$ cat config.mk
export PLATFORM = sky130hd
export DESIGN_NAME = gpt_timer
export DESIGN_NICKNAME = d
export VERILOG_FILES = /design/src/verilog/gpt_pkg.sv /design/src/verilog/gpt_timer.sv
export VERILOG_INCLUDE_DIRS = /design/src /design/src/verilog
export SDC_FILE = /design/constraint.sdc
export NUM_CORES = 1
export LEC_CHECK = 0
export ABC_CLOCK_PERIOD_IN_PS = 7750
export BUFFER_PORTS_ARGS = -buffer_cell sky130_fd_sc_hd__buf_4
export CAP_MARGIN = 0
export CORE_MARGIN = 1.5
export CORE_UTILIZATION = 30
export CTS_CLUSTER_DIAMETER = 200
export DETAILED_ROUTE_END_ITERATION = 6
export GPL_TIMING_DRIVEN = 0
export MAX_ROUTING_LAYER = met4
export PLACE_DENSITY = 0.46
export SETUP_SLACK_MARGIN = 0.05
export SYNTH_ARGS = -nofsm -noshare
export SYNTH_HDL_FRONTEND = slang
export SYNTH_SLANG_ARGS = --single-unit
export TNS_END_PERCENT = 5
$ cat constraint.sdc
create_clock -name pclk -period 7.75 [get_ports pclk]
set_input_delay 0.3875 -clock pclk [delete_from_list [all_inputs] [get_ports pclk]]
set_output_delay 0.3875 -clock pclk [all_outputs]
set_load 0.05 [all_outputs]
$ cat src/verilog/gpt_params.svh
// register offsets, field positions, reset values and timing counts
`ifndef GPT_PARAMS_SVH
`define GPT_PARAMS_SVH
`define GPT_OFF_CFG 12'h000
`define GPT_OFF_MODE 12'h004
`define GPT_OFF_CTL 12'h00C
`define GPT_OFF_IMR 12'h018
`define GPT_OFF_RIS 12'h01C
`define GPT_OFF_MIS 12'h020
`define GPT_OFF_ICR 12'h024
`define GPT_OFF_ILR 12'h028
`define GPT_OFF_MATCH 12'h030
`define GPT_OFF_PR 12'h038
`define GPT_OFF_TAR 12'h048
`define GPT_CFG_32 3'h0
`define GPT_CFG_RTC 3'h1
`define GPT_CFG_16 3'h4
`define GPT_MR_ONESHOT 2'h1
`define GPT_MR_PERIODIC 2'h2
`define GPT_MR_CAPTURE 2'h3
`define GPT_MODE_CMR 2
`define GPT_MODE_AMS 3
`define GPT_CTL_EN 0
`define GPT_CTL_EVT_LO 2
`define GPT_CTL_RTC_STALL_OVERRIDE 4
`define GPT_CTL_PWML 6
`define GPT_BIT_TO 0
`define GPT_BIT_CM 1
`define GPT_BIT_CE 2
`define GPT_BIT_RTC 3
`define GPT_EVT_POS 2'h0
`define GPT_EVT_NEG 2'h1
`define GPT_EVT_BOTH 2'h3
`define GPT_RST_LOAD 32'hFFFF_FFFF
`define GPT_RST_CNT16 16'hFFFF
`define GPT_RTC_DIV 15'h7FFF
`endif

$ cat src/verilog/gpt_pkg.sv
// types shared by the timer block
package gpt_pkg;
   typedef enum logic [2:0] {
      GPT_IDLE, GPT_PERIODIC, GPT_RTC, GPT_ECOUNT, GPT_ETIME, GPT_PWM
   } gpt_mode_e;
endpackage

$ cat src/verilog/gpt_timer.sv
// general-purpose timer: one-shot/periodic, rtc, edge count/time, pwm
//
// Implementation choices: the placing of the registers and the APB slave port.
`timescale 1ns/1ps
`include "gpt_params.svh"
module gpt_timer (
   // clock and reset
   input wire logic pclk,
   input wire logic presetn,
   // apb slave
   input wire logic psel,
   input wire logic penable,
   input wire logic pwrite,
   input wire logic [11:0] paddr,
   input wire logic [31:0] pwdata,
   output logic [31:0] prdata,
   output logic pready,
   output logic pslverr,
   // capture/compare pin
   input wire logic capture_compare_pin_in,
   output logic capture_compare_pin_out,
   output logic capture_compare_pin_oe_n
);
   import gpt_pkg::*;

   logic [2:0] width_config_q;
   logic [3:0] mode_q;
   logic [6:0] ctl_q;
   logic [3:0] imr_q;
   logic [3:0] ris_q;
   logic [31:0] ilr_q;
   logic [31:0] match_q;
   logic [7:0] pr_q;
   logic [31:0] cnt_q;
   logic [15:0] cap_q;
   logic [7:0] pre_q;
   logic [14:0] rdiv_q;
   logic pwm_q;
   logic [31:0] prdata_q;
   logic sync1_q, sync2_q, prev_q;
   logic ilr_wr, ctl_wr, icr_wr, apb_wr;
   logic rise, fall, edge_sel, en;
   logic [1:0] timer_mode_field;
   logic capture_type_sel, alternate_mode_sel, pwm_invert_bit;
   logic [1:0] evt;
   logic [3:0] ev_set;
   logic stop_en;
   gpt_mode_e mode;

   assign timer_mode_field = mode_q[1:0];
   assign capture_type_sel = mode_q[`GPT_MODE_CMR];
   assign alternate_mode_sel = mode_q[`GPT_MODE_AMS];
   assign pwm_invert_bit = ctl_q[`GPT_CTL_PWML];
   assign evt = ctl_q[`GPT_CTL_EVT_LO+1:`GPT_CTL_EVT_LO];
   assign en = ctl_q[`GPT_CTL_EN];

   // zero-wait apb: access phase completes in its first cycle
   assign apb_wr = psel & penable & pwrite;
   assign ilr_wr = apb_wr && paddr == `GPT_OFF_ILR;
   assign ctl_wr = apb_wr && paddr == `GPT_OFF_CTL;
   assign icr_wr = apb_wr && paddr == `GPT_OFF_ICR;

   // mode decode from configuration and mode fields
   always_comb begin
      mode = GPT_IDLE;
      if (width_config_q == `GPT_CFG_RTC) begin
         mode = GPT_RTC;
      end else if (timer_mode_field == `GPT_MR_CAPTURE) begin
         mode = capture_type_sel ? GPT_ETIME : GPT_ECOUNT;
      end else if (alternate_mode_sel && !capture_type_sel &&
                   timer_mode_field == `GPT_MR_PERIODIC) begin
         mode = GPT_PWM;
      end else if (timer_mode_field == `GPT_MR_ONESHOT ||
                   timer_mode_field == `GPT_MR_PERIODIC) begin
         mode = GPT_PERIODIC;
      end
   end

   // two-flop synchroniser, then a third stage for edge detection
   always_ff @(posedge pclk or negedge presetn) begin
      if (!presetn) begin
         sync1_q <= 1'b0;
         sync2_q <= 1'b0;
         prev_q <= 1'b0;
      end else begin
         sync1_q <= capture_compare_pin_in;
         sync2_q <= sync1_q;
         prev_q <= sync2_q;
      end
   end
   assign rise = sync2_q & ~prev_q;
   assign fall = ~sync2_q & prev_q;

   // edge-time mode never takes both edges; "both" falls back to rising
   always_comb begin
      edge_sel = 1'b0;
      if (evt == `GPT_EVT_POS) begin
         edge_sel = rise;
      end else if (evt == `GPT_EVT_NEG) begin
         edge_sel = fall;
      end else if (evt == `GPT_EVT_BOTH) begin
         edge_sel = (mode == GPT_ETIME) ? rise : (rise | fall);
      end
   end

   // counter events that set status; one-shot timeout and edge-count match also end the run
   always_comb begin
      ev_set = 4'h0;
      stop_en = 1'b0;
      if (en) begin
         case (mode)
            GPT_PERIODIC: begin
               if ((width_config_q == `GPT_CFG_16 ? cnt_q[15:0] == 16'h0000
                    : cnt_q == 32'h0000_0000) && pre_q == 8'h00) begin
                  ev_set[`GPT_BIT_TO] = 1'b1;
                  stop_en = timer_mode_field == `GPT_MR_ONESHOT;
               end
            end
            GPT_RTC: begin
               if (rdiv_q == `GPT_RTC_DIV && edge_sel && cnt_q == match_q) begin
                  ev_set[`GPT_BIT_RTC] = 1'b1;
               end
            end
            GPT_ECOUNT: begin
               if (edge_sel && (cnt_q[15:0] - 16'h0001) == match_q[15:0]) begin
                  ev_set[`GPT_BIT_CM] = 1'b1;
                  stop_en = 1'b1;
               end
            end
            GPT_ETIME: begin
               ev_set[`GPT_BIT_CE] = edge_sel;
            end
            default: begin
               ev_set = 4'h0; // pwm raises nothing
            end
         endcase
      end
   end

   // configuration registers written over apb
   always_ff @(posedge pclk or negedge presetn) begin
      if (!presetn) begin
         width_config_q <= 3'h0;
         mode_q <= 4'h0;
         imr_q <= 4'h0;
         ilr_q <= `GPT_RST_LOAD;
         match_q <= `GPT_RST_LOAD;
         pr_q <= 8'h00;
      end else if (apb_wr) begin
         if (paddr == `GPT_OFF_CFG) begin
            width_config_q <= pwdata[2:0];
         end else if (paddr == `GPT_OFF_MODE) begin
            mode_q <= pwdata[3:0];
         end else if (paddr == `GPT_OFF_IMR) begin
            imr_q <= pwdata[3:0];
         end else if (paddr == `GPT_OFF_ILR) begin
            ilr_q <= pwdata;
         end else if (paddr == `GPT_OFF_MATCH) begin
            match_q <= pwdata;
         end else if (paddr == `GPT_OFF_PR) begin
            pr_q <= pwdata[7:0];
         end
      end
   end

   // control: hardware clear of enable wins over a same-cycle write
   always_ff @(posedge pclk or negedge presetn) begin
      if (!presetn) begin
         ctl_q <= 7'h00;
      end else if (stop_en) begin
         ctl_q[`GPT_CTL_EN] <= 1'b0;
      end else if (ctl_wr) begin
         ctl_q <= pwdata[6:0];
      end
   end

   // raw status: set wins over clear-by-one
   always_ff @(posedge pclk or negedge presetn) begin
      if (!presetn) begin
         ris_q <= 4'h0;
      end else begin
         ris_q <= (ris_q & ~(icr_wr ? pwdata[3:0] : 4'h0))
                  | ev_set;
      end
   end

   // main counter with prescale and rtc 1 Hz divider
   always_ff @(posedge pclk or negedge presetn) begin
      if (!presetn) begin
         cnt_q <= `GPT_RST_LOAD;
         pre_q <= 8'h00;
         rdiv_q <= 15'h0000;
      end else if (ilr_wr && mode != GPT_RTC) begin
         cnt_q <= pwdata; // new load takes effect next cycle
         pre_q <= pr_q;
      end else if (en) begin
         case (mode)
            GPT_PERIODIC: begin
               if (pre_q != 8'h00) begin
                  pre_q <= pre_q - 8'h01; // prescale only here
               end else if (ev_set[`GPT_BIT_TO]) begin
                  cnt_q <= ilr_q;
                  pre_q <= pr_q;
               end else begin
                  pre_q <= pr_q;
                  cnt_q <= cnt_q - 32'h0000_0001;
               end
            end
            GPT_RTC: begin
               if (edge_sel) begin
                  rdiv_q <= rdiv_q + 15'h0001;
                  if (rdiv_q == `GPT_RTC_DIV) begin
                     cnt_q <= ev_set[`GPT_BIT_RTC] ? 32'h0000_0000
                              : cnt_q + 32'h0000_0001;
                  end
               end
            end
            GPT_ECOUNT: begin
               if (stop_en) begin
                  cnt_q <= ilr_q;
               end else if (edge_sel) begin
                  cnt_q <= cnt_q - 32'h0000_0001;
               end
            end
            GPT_ETIME, GPT_PWM: begin
               if (cnt_q[15:0] == 16'h0000) begin
                  cnt_q <= ilr_q;
               end else begin
                  cnt_q <= {16'h0000, cnt_q[15:0] - 16'h0001};
               end
            end
            default: begin
               cnt_q <= cnt_q;
            end
         endcase
      end else if (mode == GPT_RTC) begin
         cnt_q <= 32'h0000_0001; // rtc starts counting from one
         rdiv_q <= 15'h0000;
      end
   end

   // capture register holds until the next selected edge
   always_ff @(posedge pclk or negedge presetn) begin
      if (!presetn) begin
         cap_q <= `GPT_RST_CNT16;
      end else if (ev_set[`GPT_BIT_CE]) begin
         cap_q <= cnt_q[15:0];
      end
   end

   // pwm level: set at start value, clear at match
   always_ff @(posedge pclk or negedge presetn) begin
      if (!presetn) begin
         pwm_q <= 1'b0;
      end else if (en && mode == GPT_PWM) begin
         if (cnt_q[15:0] == ilr_q[15:0]) begin
            pwm_q <= 1'b1;
         end else if (cnt_q[15:0] == match_q[15:0]) begin
            pwm_q <= 1'b0;
         end
      end else begin
         pwm_q <= 1'b0;
      end
   end

   // pin drive: output only in pwm mode, invert applied at the flop
   always_ff @(posedge pclk or negedge presetn) begin
      if (!presetn) begin
         capture_compare_pin_out <= 1'b0;
         capture_compare_pin_oe_n <= 1'b1;
      end else begin
         capture_compare_pin_out <= pwm_q ^ pwm_invert_bit;
         capture_compare_pin_oe_n <= !(mode == GPT_PWM);
      end
   end

   // read mux; unmapped addresses read zero without error
   always_comb begin
      prdata_q = 32'h0000_0000;
      if (paddr == `GPT_OFF_CFG) begin
         prdata_q = {29'h0000_0000, width_config_q};
      end else if (paddr == `GPT_OFF_MODE) begin
         prdata_q = {28'h000_0000, mode_q};
      end else if (paddr == `GPT_OFF_CTL) begin
         prdata_q = {25'h000_0000, ctl_q};
      end else if (paddr == `GPT_OFF_IMR) begin
         prdata_q = {28'h000_0000, imr_q};
      end else if (paddr == `GPT_OFF_RIS) begin
         prdata_q = {28'h000_0000, ris_q};
      end else if (paddr == `GPT_OFF_MIS) begin
         prdata_q = {28'h000_0000, ris_q & imr_q};
      end else if (paddr == `GPT_OFF_ILR) begin
         prdata_q = ilr_q;
      end else if (paddr == `GPT_OFF_MATCH) begin
         prdata_q = match_q;
      end else if (paddr == `GPT_OFF_PR) begin
         prdata_q = {24'h00_0000, pr_q};
      end else if (paddr == `GPT_OFF_TAR) begin
         prdata_q = (mode == GPT_ETIME) ? {16'h0000, cap_q} : cnt_q;
      end
   end

   // registered read data; pready/pslverr flops
   always_ff @(posedge pclk or negedge presetn) begin
      if (!presetn) begin
         prdata <= 32'h0000_0000;
         pready <= 1'b0;
         pslverr <= 1'b0;
      end else begin
         prdata <= (psel & ~penable & ~pwrite) ? prdata_q : prdata;
         pready <= psel & ~penable;
         pslverr <= 1'b0;
      end
   end

   // assertions
   a_stop_clears_en: assert property (@(posedge pclk) disable iff (!presetn)
      stop_en |=> !en) else $error("enable not cleared at stop");
   a_pwm_no_flags: assert property (@(posedge pclk) disable iff (!presetn)
      mode == GPT_PWM |-> ev_set == 4'h0)
      else $error("pwm set flag");
   a_flag_set_wins: assert property (@(posedge pclk) disable iff (!presetn)
      ev_set[`GPT_BIT_CE] |=> ris_q[`GPT_BIT_CE])
      else $error("capture flag lost");
   a_capture_value: assert property (@(posedge pclk) disable iff (!presetn)
      ev_set[`GPT_BIT_CE] |=> cap_q == $past(cnt_q[15:0]))
      else $error("capture wrong");
   a_capture_hold: assert property (@(posedge pclk) disable iff (!presetn)
      !ev_set[`GPT_BIT_CE] |=> $stable(cap_q))
      else $error("capture changed");
   a_ecount_dec: assert property (@(posedge pclk) disable iff (!presetn)
      en && mode == GPT_ECOUNT && edge_sel && !stop_en && !ilr_wr
      |=> cnt_q == $past(cnt_q) - 32'h0000_0001)
      else $error("edge not counted");
   a_ecount_idle: assert property (@(posedge pclk) disable iff (!presetn)
      !en && mode == GPT_ECOUNT && !ilr_wr |=> $stable(cnt_q))
      else $error("counted while off");
   a_edge_sync: assert property (@(posedge pclk) disable iff (!presetn)
      rise |-> $past(capture_compare_pin_in, 2) &&
      !$past(capture_compare_pin_in, 3))
      else $error("edge misdetected");
endmodule // gpt_timer

==> results of run 1 <==
==> flip-flops by register name, summed over array words and instances (netlist names), 3 cells and up <==
name / flops
cap_q: 16
cnt_q: 32
ctl_q: 7
ilr_q: 32
imr_q: 4
match_q: 32
mode_q: 4
pr_q: 8
prdata: 32
pre_q: 8
rdiv_q: 15
ris_q: 4
width_config_q: 3
==> report_power, final <==
group          leakage [nW]  total (mW)  switching (mW)  internal [mW]
logic                  3.63       0.315           0.209          0.106
clock network         0.438        1.27           0.531          0.744
registers              2.39        1.09         0.00681           1.08
total                  6.45        2.68           0.747           1.93
==> worst max-delay path, cell delays in order, from the launching register on <==
cell and delay [ns]:
sky130_fd_sc_hd__dfstp_2 0.37, sky130_fd_sc_hd__buf_2 0.19, sky130_fd_sc_hd__nor4_1 0.61, sky130_fd_sc_hd__nand3_1 0.62, sky130_fd_sc_hd__or4_1 0.66, sky130_fd_sc_hd__xnor2_1 0.33
sky130_fd_sc_hd__nand3_1 0.12, sky130_fd_sc_hd__nor4_1 1.08, sky130_fd_sc_hd__or2_2 0.30, sky130_fd_sc_hd__buf_2 0.31, sky130_fd_sc_hd__a221oi_1 0.13, sky130_fd_sc_hd__o21ai_0 0.20
==> routing by layer <==
layer  vias to the layer above  wire length, µm  track usage
met1                      6099            23700        0.313
met2                       455            25200        0.376
li1                       5693                -            -
met3                       116             3270       0.0322
met4                         0             1880       0.0782
met5                         -                0            -
==> metrics by stage <==
stage | instance area [µm²] | power, mW | setup WS (ns)
floorplan | 13400 | 1.29 | 4.69
global placement | 14800 | 1.41 | 2.96
detailed placement | 14800 | 1.42 | 2.96
CTS | 15700 | 2.70 | 2.85
global route | 15700 | 2.77 | 2.71
finish | 15700 | 2.68 | 2.72
==> cells by family after synthesis <==
family,after synthesis,share of synthesized area
xor+xnor,128,0.0836
flops,204,0.391
buf+inv,136,0.0446
compound gates,339,0.170
simple gates,581,0.214
other cells,1,0.000280
fa+ha+maj,10,0.00933
mux,105,0.0869
==> how the worst max path moves through the flow <==
stage | to | slack, ns | depth (start not counted)
after global placement | cnt_q[30] | 2.96 | 11
after CTS | cnt_q[30] | 2.85 | 11
after floorplan | cnt_q[6] | 4.69 | 12
after global routing | cnt_q[30] | 2.71 | 11
after detailed placement | cnt_q[30] | 2.96 | 11
final | cnt_q[30] | 2.72 | 11
==> layout make-up <==
cell class	instances	area, µm²
multi-input cells	1164	7580
flip-flops and latches	204	5250
plain buffers	118	531
diodes	1	2.50
well taps	592	741
repair buffers	85	673
inverters	18	67.6
clock buffers	34	742
fillers	4654	28400
clock inverters	15	141
==> cell usage after synthesis (20+ instances only) <==
master                     count
sky130_fd_sc_hd__nand3_1      37
sky130_fd_sc_hd__o21ai_1      22
sky130_fd_sc_hd__nor2_1       87
sky130_fd_sc_hd__dfstp_2     113
sky130_fd_sc_hd__mux2_2       88
sky130_fd_sc_hd__a21oi_1      65
sky130_fd_sc_hd__clkbuf_1     73
sky130_fd_sc_hd__dfrtp_1      91
sky130_fd_sc_hd__xnor2_1      61
sky130_fd_sc_hd__a211oi_1     25
sky130_fd_sc_hd__a222oi_1     27
sky130_fd_sc_hd__xor2_1       67
sky130_fd_sc_hd__nor4_1       20
sky130_fd_sc_hd__o21ai_0      79
sky130_fd_sc_hd__nand2_1     250
sky130_fd_sc_hd__nor3_1       50
==> run summary, run 1 <==
RUN STATUS
---------------------------------------------------------------------------------
Result of the run .................................................. complete, no violations

DETAILED ROUTING
---------------------------------------------------------------------------------
Routed wire length per instance ....................................      24.2 µm
DRC viols ..........................................................            0
Drt first pass iters ...............................................            7
Routed vias ........................................................        12400
Detailed Route Iter0 Violations ....................................         1110
Via count normalized by instance count .............................         5.54
Antenna Nets Post-Route ............................................            0
Total routed wirelength ............................................     54000 µm

LAYOUT
---------------------------------------------------------------------------------
Commonest non-fill, non-tap cell in the layout ..................... sky130_fd_sc_hd__nand2_1
Area grow syn2layout ...............................................        17.2%
Share of post-route cells with drive strength above 1 ..............        0.240
Core Util, Final ...................................................        0.356
Post-Layout Cell Count .............................................         2231
Commonest non-fill, non-tap cells in the layout .................... sky130_fd_sc_hd__nand2_1 (250), sky130_fd_sc_hd__dfstp_2 (113), sky130_fd_sc_hd__dfrtp_1 (91), sky130_fd_sc_hd__mux2_2 (88), sky130_fd_sc_hd__nor2_1 (87)
Layout Nets ........................................................         1678

SYNTHESIS
---------------------------------------------------------------------------------
Total of warnings raised by yosys ..................................            0
Top cells by area, synth ........................................... sky130_fd_sc_hd__dfstp_2 (22%), sky130_fd_sc_hd__dfrtp_1 (17%), sky130_fd_sc_hd__mux2_2 (7.4%), sky130_fd_sc_hd__nand2_1 (7.0%), sky130_fd_sc_hd__xor2_1 (4.4%)
Register bit count reported by yosys ...............................          204
Number of synthesized flops with an enable pin .....................            0
Largest area contributor in the netlist ............................ sky130_fd_sc_hd__dfstp_2
Net count of the mapped netlist ....................................         1564
Share of synthesized area occupied by flip-flops and latches .......        0.391
Total standard cell area after synthesis ...........................   0.0134 mm²
Yosys top cell area share ..........................................        0.221
Synth cell types ...................................................           83
Average cell area after synthesis ..................................     8.92 µm²
Gate count of the mapped netlist ...................................         1504
Synth Flop Type .................................................... sky130_fd_sc_hd__dfstp_2
Async S/R FF share, synth ..........................................         1.00

CLOCKING
---------------------------------------------------------------------------------
Inserted Clock Buffers .............................................           27
Number of resized instances in the post-cts repair step ............            0
Clock latency of the later-clocked register in the worst-skew pair .      0.57 ns
Setup Fix Bufs, Post-CTS ...........................................            0
CTS tree ...........................................................        built
Buffer depth of the longest clock path .............................            3
Total clock sinks ..................................................          204
H-tree levels ......................................................            1
Quantity of hold-fixing buffers added after cts ....................            3
CTS root buffer .................................................... sky130_fd_sc_hd__clkbuf_16
Clock Pin Slew Worst Setup and Hold Paths ..........................      0.07 ns

TIMING
---------------------------------------------------------------------------------
Smallest hold slack ................................................    0.0463 ns
Final setup fails ..................................................            0
Tmin final .........................................................      5.03 ns
Fin Clk Skew .......................................................    0.0216 ns
Final sum of negative setup slack ..................................         0 ns
Final slew viol count ..............................................            0
Period utilisation layout ..........................................        0.649
Achievable Freq ....................................................      199 MHz
Number of hold violations in the final report ......................            0
Worst slew margin relative to its limit ............................       0.0414
Worst Tran Pin Value ...............................................      1.42 ns
Setup repair after global routing missed its margin ................           no

PWR
---------------------------------------------------------------------------------
Leakage ............................................................      6.45 nW
Power density over cell area .......................................   170 mW/mm²
Worst VDD drop .....................................................     0.148 mV

CRITICAL PATH
---------------------------------------------------------------------------------
Register-to-register setup slack ...................................      2.72 ns
Reg2Reg Capture Point ..............................................    cnt_q[30]
First element of the critical path .................................     cnt_q[1]
Endpoint type of the worst setup path ..............................     register
Arrival time of the worst setup path ...............................      5.51 ns
Worst Path Required ................................................      8.23 ns
Worst Path Max Fanout ..............................................           10
FF-to-FF Start .....................................................     cnt_q[1]
Worst Path Class, Setup ............................................      reg2reg
Startpoint class of the critical path ..............................     register
Worst R2R Path Depth ...............................................           11

FLOORPLAN
---------------------------------------------------------------------------------
Area of the die ....................................................   0.0460 mm²
Number of top-level design ports ...................................           86
Die span in x ......................................................       214 µm
Core area ..........................................................   0.0441 mm²
Floorplan row count ................................................           77
Die Span Y .........................................................       214 µm
Initial Utilization ................................................        0.304

GRT
---------------------------------------------------------------------------------
Global-route wire length before repair .............................     81000 µm
Overall fraction of global-route tracks in use .....................        0.238
Largest net degree at the start of global routing ..................          112
Number of antenna violations at the first check in global routing ..            2
Via count of the first global-routing pass .........................        12200
Total congestion overflow ..........................................            0

RUN
---------------------------------------------------------------------------------
Max-cap check violation count ......................................            0

HOLD PATH
---------------------------------------------------------------------------------
Start point of the worst min-delay path ............................   pwdata[24]
Endpoint of the worst hold-timing path .............................    ilr_q[24]
Worst min path class ...............................................       in2reg
Hold path depth ....................................................            3

PLACED DESIGN
---------------------------------------------------------------------------------
Cell count after placement .........................................         2178
Number of buffers inserted by port buffering .......................           81
RD Place Congestion ................................................        0.941
Estimated wirelength of the detail-placed design ...................     39300 µm

Power figures use the tool's default switching activity.
==> run 2: changes to the inputs <==
ABC_CLOCK_PERIOD_IN_PS = 4560   (was 7750)
PLACE_DENSITY = 0.48   (was 0.46)
clock period = 4.56 ns   (was 7.75 ns; I/O delays follow)
==> run 2 against run 1 <==
  * The flow now finishes with violations (design-rule violations)
  * Fmax up 15%
  * Power up 72%
  * Setup slack worse by 2.5 ns
  * Critical path type unchanged
  * Clock skew hardly changed
  * Cell area up 2.3%
  * Routed wire length fell by 0.64%
==> run summary, run 2 (synthesis gave the netlist of run 1 again) <==
CRITICAL PATH
---------------------------------------------------------------------------------
Endpoint type of the worst setup path ..............................     register
Dominant cell type by count on the critical path ................... sky130_fd_sc_hd__nor2_1
Worst Path Max Fanout ..............................................           10   unchanged
First element of the critical path .................................    mode_q[0]
Worst Path Required ................................................      5.05 ns   -3.18 ns
Worst R2R Path Depth ...............................................           11   unchanged
Worst Path Class, Setup ............................................      reg2reg
Reg2Reg Capture Point ..............................................     cnt_q[0]
Arrival time of the worst setup path ...............................      4.86 ns   -0.65 ns
Register-to-register setup slack ...................................      0.20 ns   -2.52 ns
Master of the slowest instance on the critical path ................ sky130_fd_sc_hd__mux2i_1
Startpoint class of the critical path ..............................     register
Cells traversed along the worst timing path ........................ inv_1 -> ha_1 -> and3b_1 -> o211ai_2 -> mux2i_1 -> nor2_1 -> nand2_1 -> nor4_4 -> nor2_1 -> o21ai_0 -> a41oi_1
CP max stage delay .................................................      0.95 ns   -0.13 ns
FF-to-FF Start .....................................................    mode_q[0]

LAYOUT
---------------------------------------------------------------------------------
Share of post-route cells with drive strength above 1 ..............        0.240   -0.000406
Layout Nets ........................................................         1709   +1.8%
Area grow syn2layout ...............................................        19.9%
Commonest non-fill, non-tap cell in the layout ..................... sky130_fd_sc_hd__nand2_1
Cell area after layout .............................................   0.0161 mm²   +2.3%
Post-Layout Cell Count .............................................         2262   +1.4%
Filler cells .......................................................         4647   -0.15%
Commonest non-fill, non-tap cells in the layout .................... sky130_fd_sc_hd__nand2_1 (250), sky130_fd_sc_hd__dfstp_2 (113), sky130_fd_sc_hd__dfrtp_1 (91), sky130_fd_sc_hd__mux2_2 (88), sky130_fd_sc_hd__nor2_1 (87)
Antenna diode instance count .......................................            0   -1

CLOCKING
---------------------------------------------------------------------------------
Clock latency of the later-clocked register in the worst-skew pair .      0.57 ns   about the same
Inserted Clock Buffers .............................................           27   unchanged
H-tree levels ......................................................            1   unchanged
Buffer depth of the longest clock path .............................            3   unchanged
Total clock sinks ..................................................          204   unchanged
Clock Pin Slew Worst Setup and Hold Paths ..........................      0.06 ns   about the same
CTS tree ...........................................................        built
CTS root buffer .................................................... sky130_fd_sc_hd__clkbuf_16

TIMING
---------------------------------------------------------------------------------
Tmin final .........................................................      4.36 ns   -0.667 ns
Setup repair after global routing missed its margin ................          yes
Final slew viol count ..............................................            0   unchanged
Worst slew margin relative to its limit ............................        0.236   +0.194
Fin Clk Skew .......................................................    0.0213 ns   -0.000274 ns
Achievable Freq ....................................................      229 MHz   +15%
Worst Tran Pin Value ...............................................      1.14 ns   -0.284 ns
Final sum of negative setup slack ..................................         0 ns   unchanged
Period utilisation layout ..........................................        0.957   +0.308
Number of hold violations in the final report ......................            0   unchanged
Final setup fails ..................................................            0   unchanged

PLACED DESIGN
---------------------------------------------------------------------------------
Estimated wirelength of the detail-placed design ...................     39100 µm   -0.40%
Number of buffers inserted by port buffering .......................           81   unchanged
RD Place Congestion ................................................        0.962   +2.2%
Cell count after placement .........................................         2179   +0.046%
Area of placed instances ...........................................   0.0148 mm²   about the same

DETAILED ROUTING
---------------------------------------------------------------------------------
Via count normalized by instance count .............................         5.56   +0.27%
DRC viols ..........................................................            2   +2
Antenna Nets Post-Route ............................................            0   unchanged
Routed vias ........................................................        12600   +1.7%
Routed wire length per instance ....................................      23.7 µm   -2.0%
Drt first pass iters ...............................................            7   unchanged
Total routed wirelength ............................................     53700 µm   -0.64%
Detailed Route Iter0 Violations ....................................         1001   -9.8%

GRT
---------------------------------------------------------------------------------
Global-route wire length before repair .............................     81200 µm   +0.25%
Overall fraction of global-route tracks in use .....................        0.238   about the same
Number of antenna violations at the first check in global routing ..            0   -2
Largest net degree at the start of global routing ..................          115   +2.7%
Via count of the first global-routing pass .........................        12400   +1.4%
Total congestion overflow ..........................................            0   unchanged

FLOORPLAN
---------------------------------------------------------------------------------
Core area ..........................................................   0.0441 mm²   unchanged
Die span in x ......................................................       214 µm   unchanged
Area of the die ....................................................   0.0460 mm²   unchanged
Initial Utilization ................................................        0.304   unchanged
Floorplan row count ................................................           77   unchanged
Die Span Y .........................................................       214 µm   unchanged
Number of top-level design ports ...................................           86   unchanged

PWR
---------------------------------------------------------------------------------
Power share of the sequential group ................................        0.402   -0.005
Fraction of power spent switching nets .............................        0.276   -0.00230
Cell-internal power ................................................      3.34 mW   +73%
Switching pwr ......................................................      1.28 mW   +71%
Total power after layout ...........................................      4.62 mW   +72%
Power share of the clock group .....................................        0.478   +0.002
Leakage ............................................................      6.58 nW   +2.0%
Worst VDD drop .....................................................     0.241 mV   +64%
Share of total power in combinational logic ........................        0.121   +0.004
Power density over cell area .......................................   287 mW/mm²   +68%

HOLD PATH
---------------------------------------------------------------------------------
Start point of the worst min-delay path ............................     paddr[6]
Endpoint of the worst hold-timing path .............................    ilr_q[31]
Hold path depth ....................................................            4   +1
Worst min path class ...............................................       in2reg

RUN STATUS
---------------------------------------------------------------------------------
Result of the run .................................................. finished with violations
Violated checks .................................................... design-rule violations

RUN
---------------------------------------------------------------------------------
Max-cap check violation count ......................................            0   unchanged

-- run 2: routing by layer --
metal / global-route usage / vias up / wire [µm]
li1: - / 5760 / -
met4: 0.0796 / 0 / 1620
met1: 0.315 / 6238 / 23900
met5: - / - / 0
met2: 0.373 / 470 / 24800
met3: 0.0329 / 101 / 3330
-- run 2: area by class of cell --
| type | count | area (µm²) | share of cell area |
|---|---|---|---|
| plain buffers | 118 | 532 | 0.0331 |
| inverters | 18 | 67.6 | 0.00420 |
| repair buffers | 116 | 978 | 0.0608 |
| flip-flops and latches | 204 | 5250 | 0.326 |
| clock inverters | 13 | 138 | 0.00856 |
| clock buffers | 37 | 773 | 0.0481 |
| well taps | 592 | 741 | 0.0461 |
| multi-input cells | 1164 | 7610 | 0.473 |
-- run 2: timing repair --
item | in CTS | in global routing
gates resized for setup | 2 | 5
setup endpoints to repair | 22 | 32
gates cloned | 0 | 0
pin swaps | 0 | 0
hold buffers | 33 | 0
hold endpoints to repair | 96 | 0
setup buffers | 0 | 0
-- run 2: power groups by stage --
stage | Combinational, mW | Clock [mW] | Sequential [mW]
floorplan | 0.307 | 0 | 1.89
finish | 0.557 | 2.21 | 1.85
CTS | 0.553 | 2.26 | 1.85
detailed placement | 0.527 | 0 | 1.88
global placement | 0.521 | 0 | 1.88
global route | 0.607 | 2.33 | 1.85
-- run 2: critical path, delay by kind of cell (launching register included) --
family | cells | cell delay (ns)
muxes | 1 | 0.95
buffers and inverters | 1 | 0.07
DFF | 1 | 0.39
adders and majority gates | 1 | 0.18
and+or+nand+nor | 5 | 1.64
AOI/OAI and AO/OA | 3 | 1.05
-- run 2: through the flow --
stage	utilization	setup slack, ns	hold slack, ns
after floorplan	-	1.50	-0.0676
after global placement	0.335	-0.382	0.341
final	0.364	0.196	0.0807
after detailed placement	0.335	-0.126	0.295
after global routing	0.364	0.0166	0.106
after CTS	0.364	0.00416	0.0548
-- run 2: how the worst max path moves through the flow --
| stage | cells past startpoint | to | slack, ns |
|---|---|---|---|
| 5_1_grt | 12 | cnt_q[15] | 0.02 |
| 6_report | 11 | cnt_q[0] | 0.20 |
| 3_3_place_gp | 11 | cnt_q[30] | -0.38 |
| 3_5_place_dp | 11 | cnt_q[10] | -0.13 |
| 2_1_floorplan | 12 | cnt_q[6] | 1.50 |
| 4_1_cts | 11 | cnt_q[10] | 0.004 |
